**src/pkg/rtc_view_pkg.sv**
```systemverilog
package rtc_view_pkg;

  // Bus geometry
  localparam int DATA_W = 16;
  localparam int ADDR_W = 4;

  // Register addresses
  localparam logic [ADDR_W-1:0] ADDR_CTRL = 4'h0;
  localparam logic [ADDR_W-1:0] ADDR_VALUE = 4'h1;

  // Control register field positions
  localparam int CTRL_PTR_LSB = 0;
  localparam int CTRL_PTR_W = 2;
  localparam int CTRL_WREN_BIT = 2;
  localparam int CTRL_EN_BIT = 3;
  localparam int CTRL_ERR_BIT = 4;

  // Control register reset values
  localparam logic [CTRL_PTR_W-1:0] PTR_RESET = 2'h0;
  localparam logic WREN_RESET = 1'b0;
  localparam logic EN_RESET = 1'b0;
  localparam logic ERR_RESET = 1'b0;
  localparam logic [DATA_W-1:0] RDATA_RESET = 16'h0000;

  // View pointer codes
  localparam logic [CTRL_PTR_W-1:0] PTR_MINSEC = 2'h0;
  localparam logic [CTRL_PTR_W-1:0] PTR_WDAYHR = 2'h1;

  // Digit table: weekday, hour tens, hour ones, minute tens,
  // minute ones, second tens, second ones
  localparam int NUM_DIGITS = 7;
  localparam int DIGIT_W = 4;
  localparam int DIG_LSB [NUM_DIGITS] = '{8, 4, 0, 12, 8, 4, 0};
  localparam int DIG_WID [NUM_DIGITS] = '{3, 2, 4, 3, 4, 3, 4};
  localparam int DIG_MAX [NUM_DIGITS] = '{6, 2, 9, 5, 9, 5, 9};
  localparam bit DIG_IN_WDAYHR [NUM_DIGITS] =
    '{1'b1, 1'b1, 1'b1, 1'b0, 1'b0, 1'b0, 1'b0};

  // Index of each digit in the table
  localparam int IDX_WEEKDAY_DIGIT = 0;
  localparam int IDX_HOUR_TENS_DIGIT = 1;
  localparam int IDX_HOUR_ONES_DIGIT = 2;
  localparam int IDX_MINUTE_TENS_DIGIT = 3;
  localparam int IDX_MINUTE_ONES_DIGIT = 4;
  localparam int IDX_SECOND_TENS_DIGIT = 5;
  localparam int IDX_SECOND_ONES_DIGIT = 6;

  // Register port request
  typedef struct packed {
    logic [ADDR_W-1:0] addr;
    logic [DATA_W-1:0] wdata;
    logic wr;
    logic rd;
  } reg_req_s;

  // Current time as stored digits
  typedef struct packed {
    logic [2:0] weekday_digit;
    logic [1:0] hour_tens_digit;
    logic [3:0] hour_ones_digit;
    logic [2:0] minute_tens_digit;
    logic [3:0] minute_ones_digit;
    logic [2:0] second_tens_digit;
    logic [3:0] second_ones_digit;
  } time_s;

endpackage

```
**src/rtl/bcd_digit_reg.sv**
```systemverilog
module bcd_digit_reg #(
  parameter int WIDTH = 4,
  parameter int MAX_VALUE = 9
) (
  input wire logic clock,
  input wire logic ce,
  input wire logic load,
  input wire logic [WIDTH-1:0] value_in,
  output logic legal,
  output logic [WIDTH-1:0] value
);

  localparam logic [WIDTH-1:0] MAX_W = WIDTH'(MAX_VALUE);

  // Range check of the offered digit
  assign legal = (value_in <= MAX_W);

  // Digit storage, left unset by reset
  always_ff @(posedge clock)
  begin
    if (ce && load)
      value <= value_in;
  end

endmodule

```
**src/rtl/time_view_mux.sv**
```systemverilog
module time_view_mux (
  input wire logic [rtc_view_pkg::CTRL_PTR_W-1:0] view_pointer,
  input wire rtc_view_pkg::time_s now,
  output logic [rtc_view_pkg::DATA_W-1:0] value
);
  import rtc_view_pkg::*;

  logic [DATA_W-1:0] wdayhr_word;
  logic [DATA_W-1:0] minsec_word;

  // Pack each view, unused bits as zero
  assign wdayhr_word = {5'h00, now.weekday_digit, 2'h0,
                        now.hour_tens_digit, now.hour_ones_digit};
  assign minsec_word = {1'b0, now.minute_tens_digit, now.minute_ones_digit,
                        1'b0, now.second_tens_digit, now.second_ones_digit};

  // Select by pointer; other pointer codes read zero
  assign value = (view_pointer == PTR_WDAYHR) ? wdayhr_word :
                 (view_pointer == PTR_MINSEC) ? minsec_word : 16'h0000;

endmodule

```
**src/rtl/rtc_time_value_views.sv**
```systemverilog
// How it works
// - Pointer 01 shows weekday and hour digits in the value window.
// - Pointer 00 shows minute and second digits in the value window.
// - Weekday digit sits in bits 10..8, legal 0 to 6.
// - Hour tens digit sits in bits 5..4, legal 0 to 2.
// - Hour ones digit sits in bits 3..0, legal 0 to 9.
// - Minute tens digit sits in bits 14..12, legal 0 to 5.
// - Minute ones digit sits in bits 11..8, legal 0 to 9.
// - Second tens digit sits in bits 6..4, legal 0 to 5.
// - Second ones digit sits in bits 3..0, legal 0 to 9.
// - Weekday and hours writes taken only while write enable is 1.
// - Bits without a digit read zero and ignore writes.
// - Clock enable control changes only while write enable is 1.
module rtc_time_value_views (
  input wire logic clock,
  input wire logic rst_n,
  input wire logic ce,
  input wire rtc_view_pkg::reg_req_s req,
  output logic [rtc_view_pkg::DATA_W-1:0] rdata,
  output rtc_view_pkg::time_s time_now,
  output logic clock_write_enable,
  output logic clock_enable_control
);
  import rtc_view_pkg::*;

  // Control state
  logic [CTRL_PTR_W-1:0] view_pointer_r;
  logic [CTRL_PTR_W-1:0] view_pointer_nxt;
  logic wren_r;
  logic wren_nxt;
  logic en_r;
  logic en_nxt;
  logic err_r;
  logic err_nxt;
  logic [DATA_W-1:0] rdata_r;
  logic [DATA_W-1:0] rdata_nxt;

  // Decode
  logic wr_ctrl;
  logic wr_value;
  logic rd_ctrl;
  logic rd_value;
  logic view_wdayhr;
  logic view_minsec;
  logic wdayhr_legal;
  logic minsec_legal;
  logic load_wdayhr;
  logic load_minsec;
  logic bad_value_write;
  logic [DATA_W-1:0] ctrl_word;
  logic [DATA_W-1:0] window_word;

  // Per digit wiring
  logic [DIGIT_W-1:0] digit_q [NUM_DIGITS];
  logic [NUM_DIGITS-1:0] digit_legal;
  logic [NUM_DIGITS-1:0] digit_load;

  // Address decode of the register port
  assign wr_ctrl = ce && req.wr && (req.addr == ADDR_CTRL);
  assign wr_value = ce && req.wr && (req.addr == ADDR_VALUE);
  assign rd_ctrl = ce && req.rd && (req.addr == ADDR_CTRL);
  assign rd_value = ce && req.rd && (req.addr == ADDR_VALUE);

  // Which view the window shows
  assign view_wdayhr = (view_pointer_r == PTR_WDAYHR);
  assign view_minsec = (view_pointer_r == PTR_MINSEC);

  // Whole view legal only when every digit in it is legal
  assign wdayhr_legal = &(digit_legal | ~digit_in_view(1'b1));
  assign minsec_legal = &(digit_legal | ~digit_in_view(1'b0));

  // Write acceptance per view
  assign load_wdayhr = wr_value && view_wdayhr && wren_r && wdayhr_legal;
  assign load_minsec = wr_value && view_minsec && wren_r && minsec_legal;

  // Enabled write refused for an out of range digit
  assign bad_value_write = wr_value && wren_r &&
    ((view_wdayhr && !wdayhr_legal) || (view_minsec && !minsec_legal));

  // Mask of digits that belong to one view
  function automatic logic [NUM_DIGITS-1:0] digit_in_view(input logic wh);
    logic [NUM_DIGITS-1:0] m;
    m = '0;
    for (int i = 0; i < NUM_DIGITS; i++)
      m[i] = (DIG_IN_WDAYHR[i] == wh);
    return m;
  endfunction

  // One stored digit per field, placed by the digit table
  for (genvar g = 0; g < NUM_DIGITS; g++)
  begin : g_digit
    logic [DIG_WID[g]-1:0] q;
    assign digit_load[g] = DIG_IN_WDAYHR[g] ? load_wdayhr : load_minsec;
    bcd_digit_reg #(
      .WIDTH(DIG_WID[g]),
      .MAX_VALUE(DIG_MAX[g])
    ) u_digit (
      .clock(clock),
      .ce(ce),
      .load(digit_load[g]),
      .value_in(req.wdata[DIG_LSB[g] +: DIG_WID[g]]),
      .legal(digit_legal[g]),
      .value(q)
    );
    assign digit_q[g] = DIGIT_W'(q);
  end

  // Collect the digits into the time view
  assign time_now.weekday_digit = digit_q[IDX_WEEKDAY_DIGIT][2:0];
  assign time_now.hour_tens_digit = digit_q[IDX_HOUR_TENS_DIGIT][1:0];
  assign time_now.hour_ones_digit = digit_q[IDX_HOUR_ONES_DIGIT];
  assign time_now.minute_tens_digit = digit_q[IDX_MINUTE_TENS_DIGIT][2:0];
  assign time_now.minute_ones_digit = digit_q[IDX_MINUTE_ONES_DIGIT];
  assign time_now.second_tens_digit = digit_q[IDX_SECOND_TENS_DIGIT][2:0];
  assign time_now.second_ones_digit = digit_q[IDX_SECOND_ONES_DIGIT];

  // Window read path, unused bits forced to zero
  time_view_mux u_mux (
    .view_pointer(view_pointer_r),
    .now(time_now),
    .value(window_word)
  );

  // Control readback
  assign ctrl_word = DATA_W'({err_r, en_r, wren_r, view_pointer_r});

  // Control next values
  assign view_pointer_nxt = wr_ctrl ?
    req.wdata[CTRL_PTR_LSB +: CTRL_PTR_W] : view_pointer_r;
  assign wren_nxt = wr_ctrl ? req.wdata[CTRL_WREN_BIT] : wren_r;
  assign en_nxt = (wr_ctrl && wren_r) ? req.wdata[CTRL_EN_BIT] : en_r;

  // Sticky refusal flag, write one to clear, a new refusal wins
  assign err_nxt = bad_value_write ? 1'b1 :
    (wr_ctrl && req.wdata[CTRL_ERR_BIT]) ? 1'b0 : err_r;

  // Read data valid for the one cycle after the strobe
  assign rdata_nxt = rd_value ? window_word :
                     rd_ctrl ? ctrl_word : RDATA_RESET;

  // Control registers
  always_ff @(posedge clock or negedge rst_n)
  begin
    if (!rst_n)
    begin
      view_pointer_r <= PTR_RESET;
      wren_r <= WREN_RESET;
      en_r <= EN_RESET;
      err_r <= ERR_RESET;
    end
    else if (ce)
    begin
      view_pointer_r <= view_pointer_nxt;
      wren_r <= wren_nxt;
      en_r <= en_nxt;
      err_r <= err_nxt;
    end
  end

  // Read data register
  always_ff @(posedge clock or negedge rst_n)
  begin
    if (!rst_n)
      rdata_r <= RDATA_RESET;
    else if (ce)
      rdata_r <= rdata_nxt;
  end

  assign rdata = rdata_r;
  assign clock_write_enable = wren_r;
  assign clock_enable_control = en_r;

  // Weekday and hours read shows stored digits
  AST_RD_WDAYHR: assert property (@(posedge clock) disable iff (!rst_n)
    rd_value && view_wdayhr |=>
    rdata == {5'h00, $past(time_now.weekday_digit), 2'h0,
              $past(time_now.hour_tens_digit),
              $past(time_now.hour_ones_digit)})
    else $error("weekday and hours view read wrong");

  // Minutes and seconds read shows stored tens digits, spare bits zero
  AST_RD_MINSEC: assert property (@(posedge clock) disable iff (!rst_n)
    rd_value && view_minsec |=>
    rdata[15] == 1'b0 && rdata[7] == 1'b0 &&
    rdata[14:12] == $past(time_now.minute_tens_digit) &&
    rdata[6:4] == $past(time_now.second_tens_digit))
    else $error("minutes and seconds view read wrong");

  // Out of range weekday never loads and raises the flag
  AST_WEEKDAY_DIGIT_RANGE: assert property (@(posedge clock) disable iff (!rst_n)
    wr_value && wren_r && view_wdayhr && req.wdata[10:8] > 3'h6
    |-> !load_wdayhr ##1 err_r)
    else $error("weekday above six accepted");

  // Legal hour write lands in the hour digits
  AST_HOUR_LOAD: assert property (@(posedge clock) disable iff (!rst_n)
    load_wdayhr |=> time_now.hour_tens_digit == $past(req.wdata[5:4]) &&
    time_now.hour_ones_digit == $past(req.wdata[3:0]))
    else $error("hour digits not taken from bits 5..0");

  // Out of range minute tens refused
  AST_MINUTE_TENS_DIGIT_RANGE: assert property (@(posedge clock) disable iff (!rst_n)
    wr_value && view_minsec && req.wdata[14:12] > 3'h5 |-> !load_minsec)
    else $error("minute tens above five accepted");

  // Legal minutes and seconds write lands in the ones digits
  AST_MINSEC_LOAD: assert property (@(posedge clock) disable iff (!rst_n)
    load_minsec |=> time_now.minute_ones_digit == $past(req.wdata[11:8]) &&
    time_now.second_ones_digit == $past(req.wdata[3:0]))
    else $error("minute or second ones digit not stored");

  // No digit moves without write enable
  AST_WREN_GATE: assert property (@(posedge clock) disable iff (!rst_n)
    wr_value && !wren_r |-> digit_load == '0)
    else $error("value write taken with write enable low");

  // Unused weekday and hours window bits always read zero
  AST_UNUSED_ZERO: assert property (@(posedge clock) disable iff (!rst_n)
    $past(rd_value) && $past(view_wdayhr) |-> rdata[15:11] == 5'h00 &&
    rdata[7:6] == 2'h0)
    else $error("unused weekday and hours bits not zero");

  // Clock enable control holds while write enable is low
  AST_EN_GATE: assert property (@(posedge clock) disable iff (!rst_n)
    !wren_r && ce |=> en_r == $past(en_r))
    else $error("clock enable changed without write enable");

  // Refusal flag set after a refused write, write enable unchanged
  AST_ERR_SET_WINS: assert property (@(posedge clock) disable iff (!rst_n)
    bad_value_write |=> err_r [*1] ##0 clock_write_enable == $past(wren_r))
    else $error("refusal flag lost");

  // Read data stands one cycle only
  AST_RDATA_ONE: assert property (@(posedge clock) disable iff (!rst_n)
    ce && !req.rd |=> rdata == 16'h0000)
    else $error("read data held past its cycle");

endmodule

```
**config.mk**
```make
export PLATFORM = sky130hd
export DESIGN_NAME = rtc_time_value_views
export DESIGN_NICKNAME = d
export VERILOG_FILES = /design/src/pkg/rtc_view_pkg.sv /design/src/rtl/bcd_digit_reg.sv /design/src/rtl/time_view_mux.sv /design/src/rtl/rtc_time_value_views.sv
export SDC_FILE = /design/constraint.sdc
export NUM_CORES = 1
export LEC_CHECK = 0
export BUFFER_PORTS_ARGS = -buffer_cell sky130_fd_sc_hd__buf_2
export CAP_MARGIN = 20
export CORE_UTILIZATION = 45
export DETAILED_ROUTE_END_ITERATION = 16
export HOLD_SLACK_MARGIN = 0.08
export PLACE_DENSITY = 0.77
export SETUP_SLACK_MARGIN = 0.05
export SYNTH_ARGS = -nofsm -noshare
export SYNTH_HDL_FRONTEND = slang
export SYNTH_HIERARCHICAL = 1
export SYNTH_SLANG_ARGS = --single-unit
export TNS_END_PERCENT = 20
```
**constraint.sdc**
```tcl
create_clock -name clock -period 4.7 [get_ports clock]
set_input_delay 0.235 -clock clock [delete_from_list [all_inputs] [get_ports clock]]
set_output_delay 0.235 -clock clock [all_outputs]
set_load 0.01 [all_outputs]
```
==> key figures, run 1 <==
Status
  – Status: completed

Route
  – Post-route antenna net violation count: 0
  – Initial DRC Count: 46
  – DRC viols: 0
  – Final WL: 3930 um
  – Total number of vias: 1283
  – DR WL/cell: 15.9 um
  – Vias per inst: 5.17
  – DR pass1 iterations: 4

Finish
  – Nets@finish: 224
  – Layout cells sized above 1: 39.5%
  – Final Util: 59.9%
  – Synth-to-Final Area Change: 23.2%
  – Inserted Diodes: 0
  – Multi-input logic area: 586 um^2
  – Design area: 2280 um^2
  – Layout fillers: 331
  – Register area: 1220 um^2

Clocking
  – Max Root-Sink Buffers: 2
  – TritonCTS Buffers: 5
  – CTS tree: yes
  – Clock sinks: 44
  – Clock transition at path regs: 0.08 ns
  – Later-pin clock latency in the skew report: 0.29 ns
  – Root buffer cell: clkbuf_8
  – CTS HTree Levels: 2

Floorplanning
  – IO Count: 66
  – Die area: 4370 um^2
  – Die width: 66.1 um
  – Core ar.: 3800 um^2
  – Die height: 66.1 um
  – Initial Util: 48.6%
  – Std cell rows: 22

Setup path
  – Crit. End Element: flop
  – CP arrival: 1.86 ns
  – Crit Path Class: flop to flop
  – Crit-path slowest cell: dfrtp_1
  – Worst path cell trace: or3_4 > nor3_2 > and2_1
  – Worst path max stage delay: 0.57 ns
  – Worst EP required: 4.69 ns
  – Max FO, Critical Path: 13
  – Critical Path Source Type: flop

Synth
  – Synth cell types: 27
  – Yosys warns: 6
  – Count leader, synth: edfxtp_1
  – Post-synthesis sequential area ratio: 65.8%
  – Ys async rst share: 47.7%
  – Ranking of synthesized cells by area: edfxtp_1 37%, dfrtp_1 28%, a22o_1 5.2%, mux2i_1 4.9%, and2_1 4.1%
  – Most frequent cells after synthesis: 23 x edfxtp_1, 21 x dfrtp_1, 12 x and2_1, 12 x nor2_1, 11 x a22o_1
  – Synth Flop Type: edfxtp_1
  – Yosys top cell by area: edfxtp_1
  – Avg Cell Area, Syn: 13.9 um^2
  – Post-synth EDFFs: 23
  – Share of the synthesized area in the top cell type: 37.4%
  – Cells after synthesis: 133
  – #FFs+latches synth: 44
  – Mapped Area: 1850 um^2

Flow run
  – Max cap viols: 0

Placement
  – Half-perimeter wire length after detailed placement: 2920 um
  – Port bufs: 63
  – DP Area: 2180 um^2
  – Routability cong.: 0.749

Power and ir drop
  – Pwr/cell area: 320 nW/um^2
  – Reg power frac: 60.0%
  – Peak supply drop: 0.000186 V
  – Int Power: 0.000554 W
  – Gate power share: 9.6%
  – Leak pwr: 1.04 nW
  – Net Sw Frac: 24.1%
  – Clock Power Share: 30.4%
  – NetSw: 0.000176 W

Timing
  – Fin. Hold Viols: 0
  – Final clock skew: 0.00621 ns
  – Fmax: 535 MHz
  – Final Cycle Share: 39.8%
  – Final Critical Period: 1.87 ns
  – RSZ-0062 raised after global routing: no
  – Rel. slew slack: 48.9%
  – Final setup fails: 0
  – Final Max Slew Viols: 0
  – Worst Tran Pin Value: 0.767 ns
  – Fin Setup TNS: 0 ns

Global route
  – Largest net degree at the start of global routing: 22
  – GRT overflow: 0
  – Vias in the first global route: 1248
  – Initial antenna violation count: 0
  – First-pass GRT wire length: 5920 um
  – Gr usage total: 19.1%

Worst hold path
  – Hold Crit Class: input port to flop
## critical path: cells and delay by family (launching register included)
kind	cells	cell delay, ns
and+or+nand+nor	3	0.99
DFF	1	0.57
## cells by family after synthesis
family	count (synthesis)	synth area share, %
AOI/OAI and AO/OA	22	9.68
DFF	44	65.8
and+or+nand+nor	45	14.3
other	1	0.203
buffers and inverters	8	2.71
muxes	13	7.31
## final cells by class
type	count	area share, %
flip-flops and latches	44	53.4
clock inverters	1	0.220
clock buffers	7	3.35
inverters	2	0.330
well taps	48	2.64
repair buffers	64	14.3
multi-input cells	82	25.7
## what timing repair did
item	CTS	global route
buffers inserted	0	0
hold buffers	1	0
setup endpoints to repair	0	0
hold endpoints to repair	21	0
gates resized for setup	0	0
## power by group through the flow
stage / Combinational (W) / Clock, W / Sequential [W]
floorplan: 0.0000548 / 0 / 0.000431
finish: 0.0000699 / 0.000222 / 0.000438
global route: 0.0000774 / 0.000242 / 0.000440
detailed placement: 0.0000698 / 0 / 0.000445
global placement: 0.0000673 / 0 / 0.000445
CTS: 0.0000705 / 0.000228 / 0.000438
## worst paths after layout
check | cells after the start | slack, ns | start | endpoint
max | 3 | 2.83 | view_pointer_r[1]$_DFFE_PN0P_ | g_digit[6].u_digit/value[1]$_DFFE_PP_
min | 1 | 0.13 | req[13] | g_digit[4].u_digit/value[3]$_DFFE_PP_
min in group asynchronous | 2 | 0.44 | rst_n | rdata[8]$_DFFE_PN0P_
min reg2reg | 1 | 0.51 | rdata[14]$_DFFE_PN0P_ | rdata[14]$_DFFE_PN0P_
max in group asynchronous | 2 | 3.92 | rst_n | view_pointer_r[1]$_DFFE_PN0P_
max reg2reg | 3 | 2.83 | view_pointer_r[1]$_DFFE_PN0P_ | g_digit[6].u_digit/value[1]$_DFFE_PP_
## placed cells by master, fill, tap and decap left out, types with 2 or more instances in the layout
cell / instances
nand3_1: 2
a221o_1: 5
mux2i_1: 9
nand2_1: 5
clkbuf_1: 2
mux2_2: 4
dfrtp_1: 21
edfxtp_1: 23
conb_1: 2
and2_1: 12
buf_2: 63
nor2_4: 2
clkbuf_8: 5
nor2b_1: 5
inv_1: 2
nand4_1: 2
o21ai_1: 4
a22o_1: 11
nor2_1: 12
## per-stage QoR
step / hold WS, ns / total power, W / cells / worst slack (ns)
final: 0.132 / 0.000729 / 248 / 2.83
after global routing: 0.123 / 0.000759 / 248 / 2.72
after CTS: 0.128 / 0.000736 / 248 / 2.82
after detailed placement: 0.219 / 0.000515 / 239 / 2.58
after global placement: 0.204 / 0.000513 / 239 / 2.55
after floorplan: -0.0606 / 0.000486 / 134 / 2.83
## sequential cells by signal (all words and copies together) (netlist names)
register and count:
clock_enable_control 1, clock_write_enable 1, err_r 1, g_digit.u_digit/value 23
rdata 16, view_pointer_r 2
## per-layer routing
layer	GRT usage (%)	vias to the layer above	wire, um
met5	0	-	0
met4	5.59	0	47
met3	5.17	6	279
met2	32.7	58	1930
met1	23.6	603	1680
li1	-	616	-
(Power assumes the default switching activity.)
==> run 2, diff against run 1 <==
ABC_AREA = 1   (was default)
PLACE_DENSITY = 0.79   (was 0.77)
clock period = 1.5 ns   (was 4.7 ns; I/O delays follow)
==> run 2 against run 1 <==
- via count grew 34%
- combinational power grew to 6.0 times the previous value
- cell count grew 41%
- wire length grew 19%
- clock skew grew 0.0023 ns
- global-route usage grew 2.7 points
- register-to-register slack lost 2.7 ns
- area after synthesis grew 7.4%
- clock power grew to 3.4 times the previous value
- critical path type unchanged
==> key figures, run 2 <==
Clocking
  – Later-pin clock latency in the skew report: 0.29 ns
  – Postcts setup bufs: 0
  – Max Root-Sink Buffers: 2
  – Root buffer cell: clkbuf_8
  – Clock sinks: 44
  – CTS HTree Levels: 2
  – Clock transition at path regs: 0.08 ns
  – TritonCTS Buffers: 5
  – CTS tree: yes

Worst hold path
  – Hold Crit Class: input port to flop

Setup path
  – Crit. End Element: flop
  – Critical Path Source Type: flop
  – Crit Path Class: flop to flop
  – Worst EP required: 1.50 ns
  – Max FO, Critical Path: 4
  – CP arrival: 1.38 ns

Timing
  – Fin. Hold Viols: 0
  – Fmax: 726 MHz
  – Final Cycle Share: 91.9%
  – Final Max Slew Viols: 0
  – Final setup fails: 0
  – RSZ-0062 raised after global routing: no
  – Final clock skew: 0.00854 ns
  – Final Critical Period: 1.38 ns
  – Fin Setup TNS: 0 ns

Synth
  – Avg Cell Area, Syn: 9.50 um^2
  – Post-synth EDFFs: 23
  – Ys async rst share: 47.7%
  – Synth cell types: 20
  – Ranking of synthesized cells by area: edfxtp_1 35%, dfrtp_1 26%, nand2_1 16%, nand3_1 4.5%, inv_1 3.4%
  – #FFs+latches synth: 44
  – Share of the synthesized area in the top cell type: 34.8%
  – Mapped Area: 1990 um^2
  – Cells after synthesis: 209
  – Synth Flop Type: edfxtp_1
  – Most frequent cells after synthesis: 87 x nand2_1, 23 x edfxtp_1, 21 x dfrtp_1
  – Count leader, synth: nand2_1
  – Yosys top cell by area: edfxtp_1
  – Post-synthesis sequential area ratio: 61.2%
  – Yosys warns: 6

Floorplanning
  – Initial Util: 48.3%
  – IO Count: 66
  – Core ar.: 4120 um^2
  – Die area: 4680 um^2
  – Std cell rows: 23
  – Die width: 68.4 um
  – Die height: 68.4 um

Flow run
  – Max cap viols: 0

Route
  – DR WL/cell: 13.4 um
  – Vias per inst: 4.94
  – Final WL: 4690 um
  – Initial DRC Count: 123
  – DR pass1 iterations: 4
  – DRC viols: 0
  – Post-route antenna net violation count: 0
  – Total number of vias: 1724

Finish
  – Max reg flops: 23
  – Commonest non-fill, non-tap cell in the layout: nand2_1
  – Most frequent cells in the layout: 87 x nand2_1, 63 x buf_2, 23 x edfxtp_1
  – Layout cells sized above 1: 32.1%
  – Nets@finish: 323
  – Final Util: 64.0%
  – Final Non-Filler Cells: 349
  – Top reg by flops: g_digit.u_digit/value
  – Synth-to-Final Area Change: 32.6%
  – Inserted Diodes: 0

Placement
  – Port bufs: 63
  – Routability cong.: 0.850
  – Half-perimeter wire length after detailed placement: 3360 um
  – Placed Cells: 326

Global route
  – Gr usage total: 21.9%
  – GRT overflow: 0
  – Initial antenna violation count: 0
  – Largest net degree at the start of global routing: 22
  – Vias in the first global route: 1540
  – First-pass GRT wire length: 7250 um

Status
  – Status: completed

Power and ir drop
  – Leak pwr: 1.38 nW
  – Peak supply drop: 0.000425 V
  – Pwr/cell area: 944 nW/um^2
  – Total power: 0.00249 W
run 2: cell types whose count changed after synthesis, sizes merged, moves of 3 or more:
cell   delta
nand2    +84
inv      +18
nand3    +16
and2     -12
a22o     -11
mux2i     -9
a221o     -5
nor2b     -5
mux2      -4
nand4     +4
o21ai     +3
run 2: worst paths after layout:
kind	startpoint	end	slack, ns	cells after the start
worst max-delay path	clock_write_enable$_DFFE_PN0P_	g_digit[3].u_digit/value[0]$_DFFE_PP_	0.12	6
max in group asynchronous	rst_n	view_pointer_r[0]$_DFFE_PN0P_	0.92	2
worst min-delay path	req[6]	err_r$_DFFE_PN0P_	0.11	4
worst max register to register	clock_write_enable$_DFFE_PN0P_	g_digit[3].u_digit/value[0]$_DFFE_PP_	0.12	6
min in group asynchronous	rst_n	rdata[13]$_DFFE_PN0P_	0.26	2
worst min register to register	rdata[8]$_DFFE_PN0P_	rdata[8]$_DFFE_PN0P_	0.48	2
run 2: area by class of cell:
class                   count  area [um^2]
repair buffers             86          526
well taps                  50         62.6
flip-flops and latches     44         1220
clock inverters             2         10.0
inverters                  20         80.1
fillers                   350         1480
clock buffers               6         82.6
multi-input cells         141          657
run 2: kinds of logic after synthesis:
group / Yosys count / share of synthesized area, %
AO/OA/AOI/OAI: 8 / 2.02
buffers and inverters: 25 / 6.11
flip-flops: 44 / 61.2
other: 1 / 0.189
AND/OR/NAND/NOR: 131 / 30.4
run 2: per-layer routing:
metal	vias to the layer above	wire [um]	track usage [%]	part of all wire, %
met3	8	221	3.17	4.7
met1	820	2020	28.6	43
met4	0	85	9.90	1.8
li1	850	-	-	-
met2	46	2370	35.7	50
met5	-	0	0	0
run 2: where the power goes:
group | internal, W | switching, W
clock network | 0.000367 | 0.000384
registers | 0.00130 | 0.0000193
logic | 0.000156 | 0.000263
run 2: stage by stage:
step	worst slack, ns	cell area, um^2	hold WS, ns
after global routing	0.0625	2630	0.172
final	0.122	2630	0.111
after floorplan	0.182	1990	-0.221
after detailed placement	0.118	2390	0.0537
after global placement	0.155	2390	0.0490
after CTS	0.0643	2630	0.106
run 2: repair_timing:
action,4_1_cts,5_1_grt
endpoints found under the setup margin,0,21
gates resized for setup,0,2
hold buffers,15,0
hold endpoints to repair,48,0
run 2: worst max-delay path, cell delays in order (launching register included):
cell and delay (ns):
dfrtp_1 0.36, nand2_1 0.07, nor2_1 0.16, inv_1 0.10
nor2_2 0.15, nand2_1 0.10, inv_1 0.13
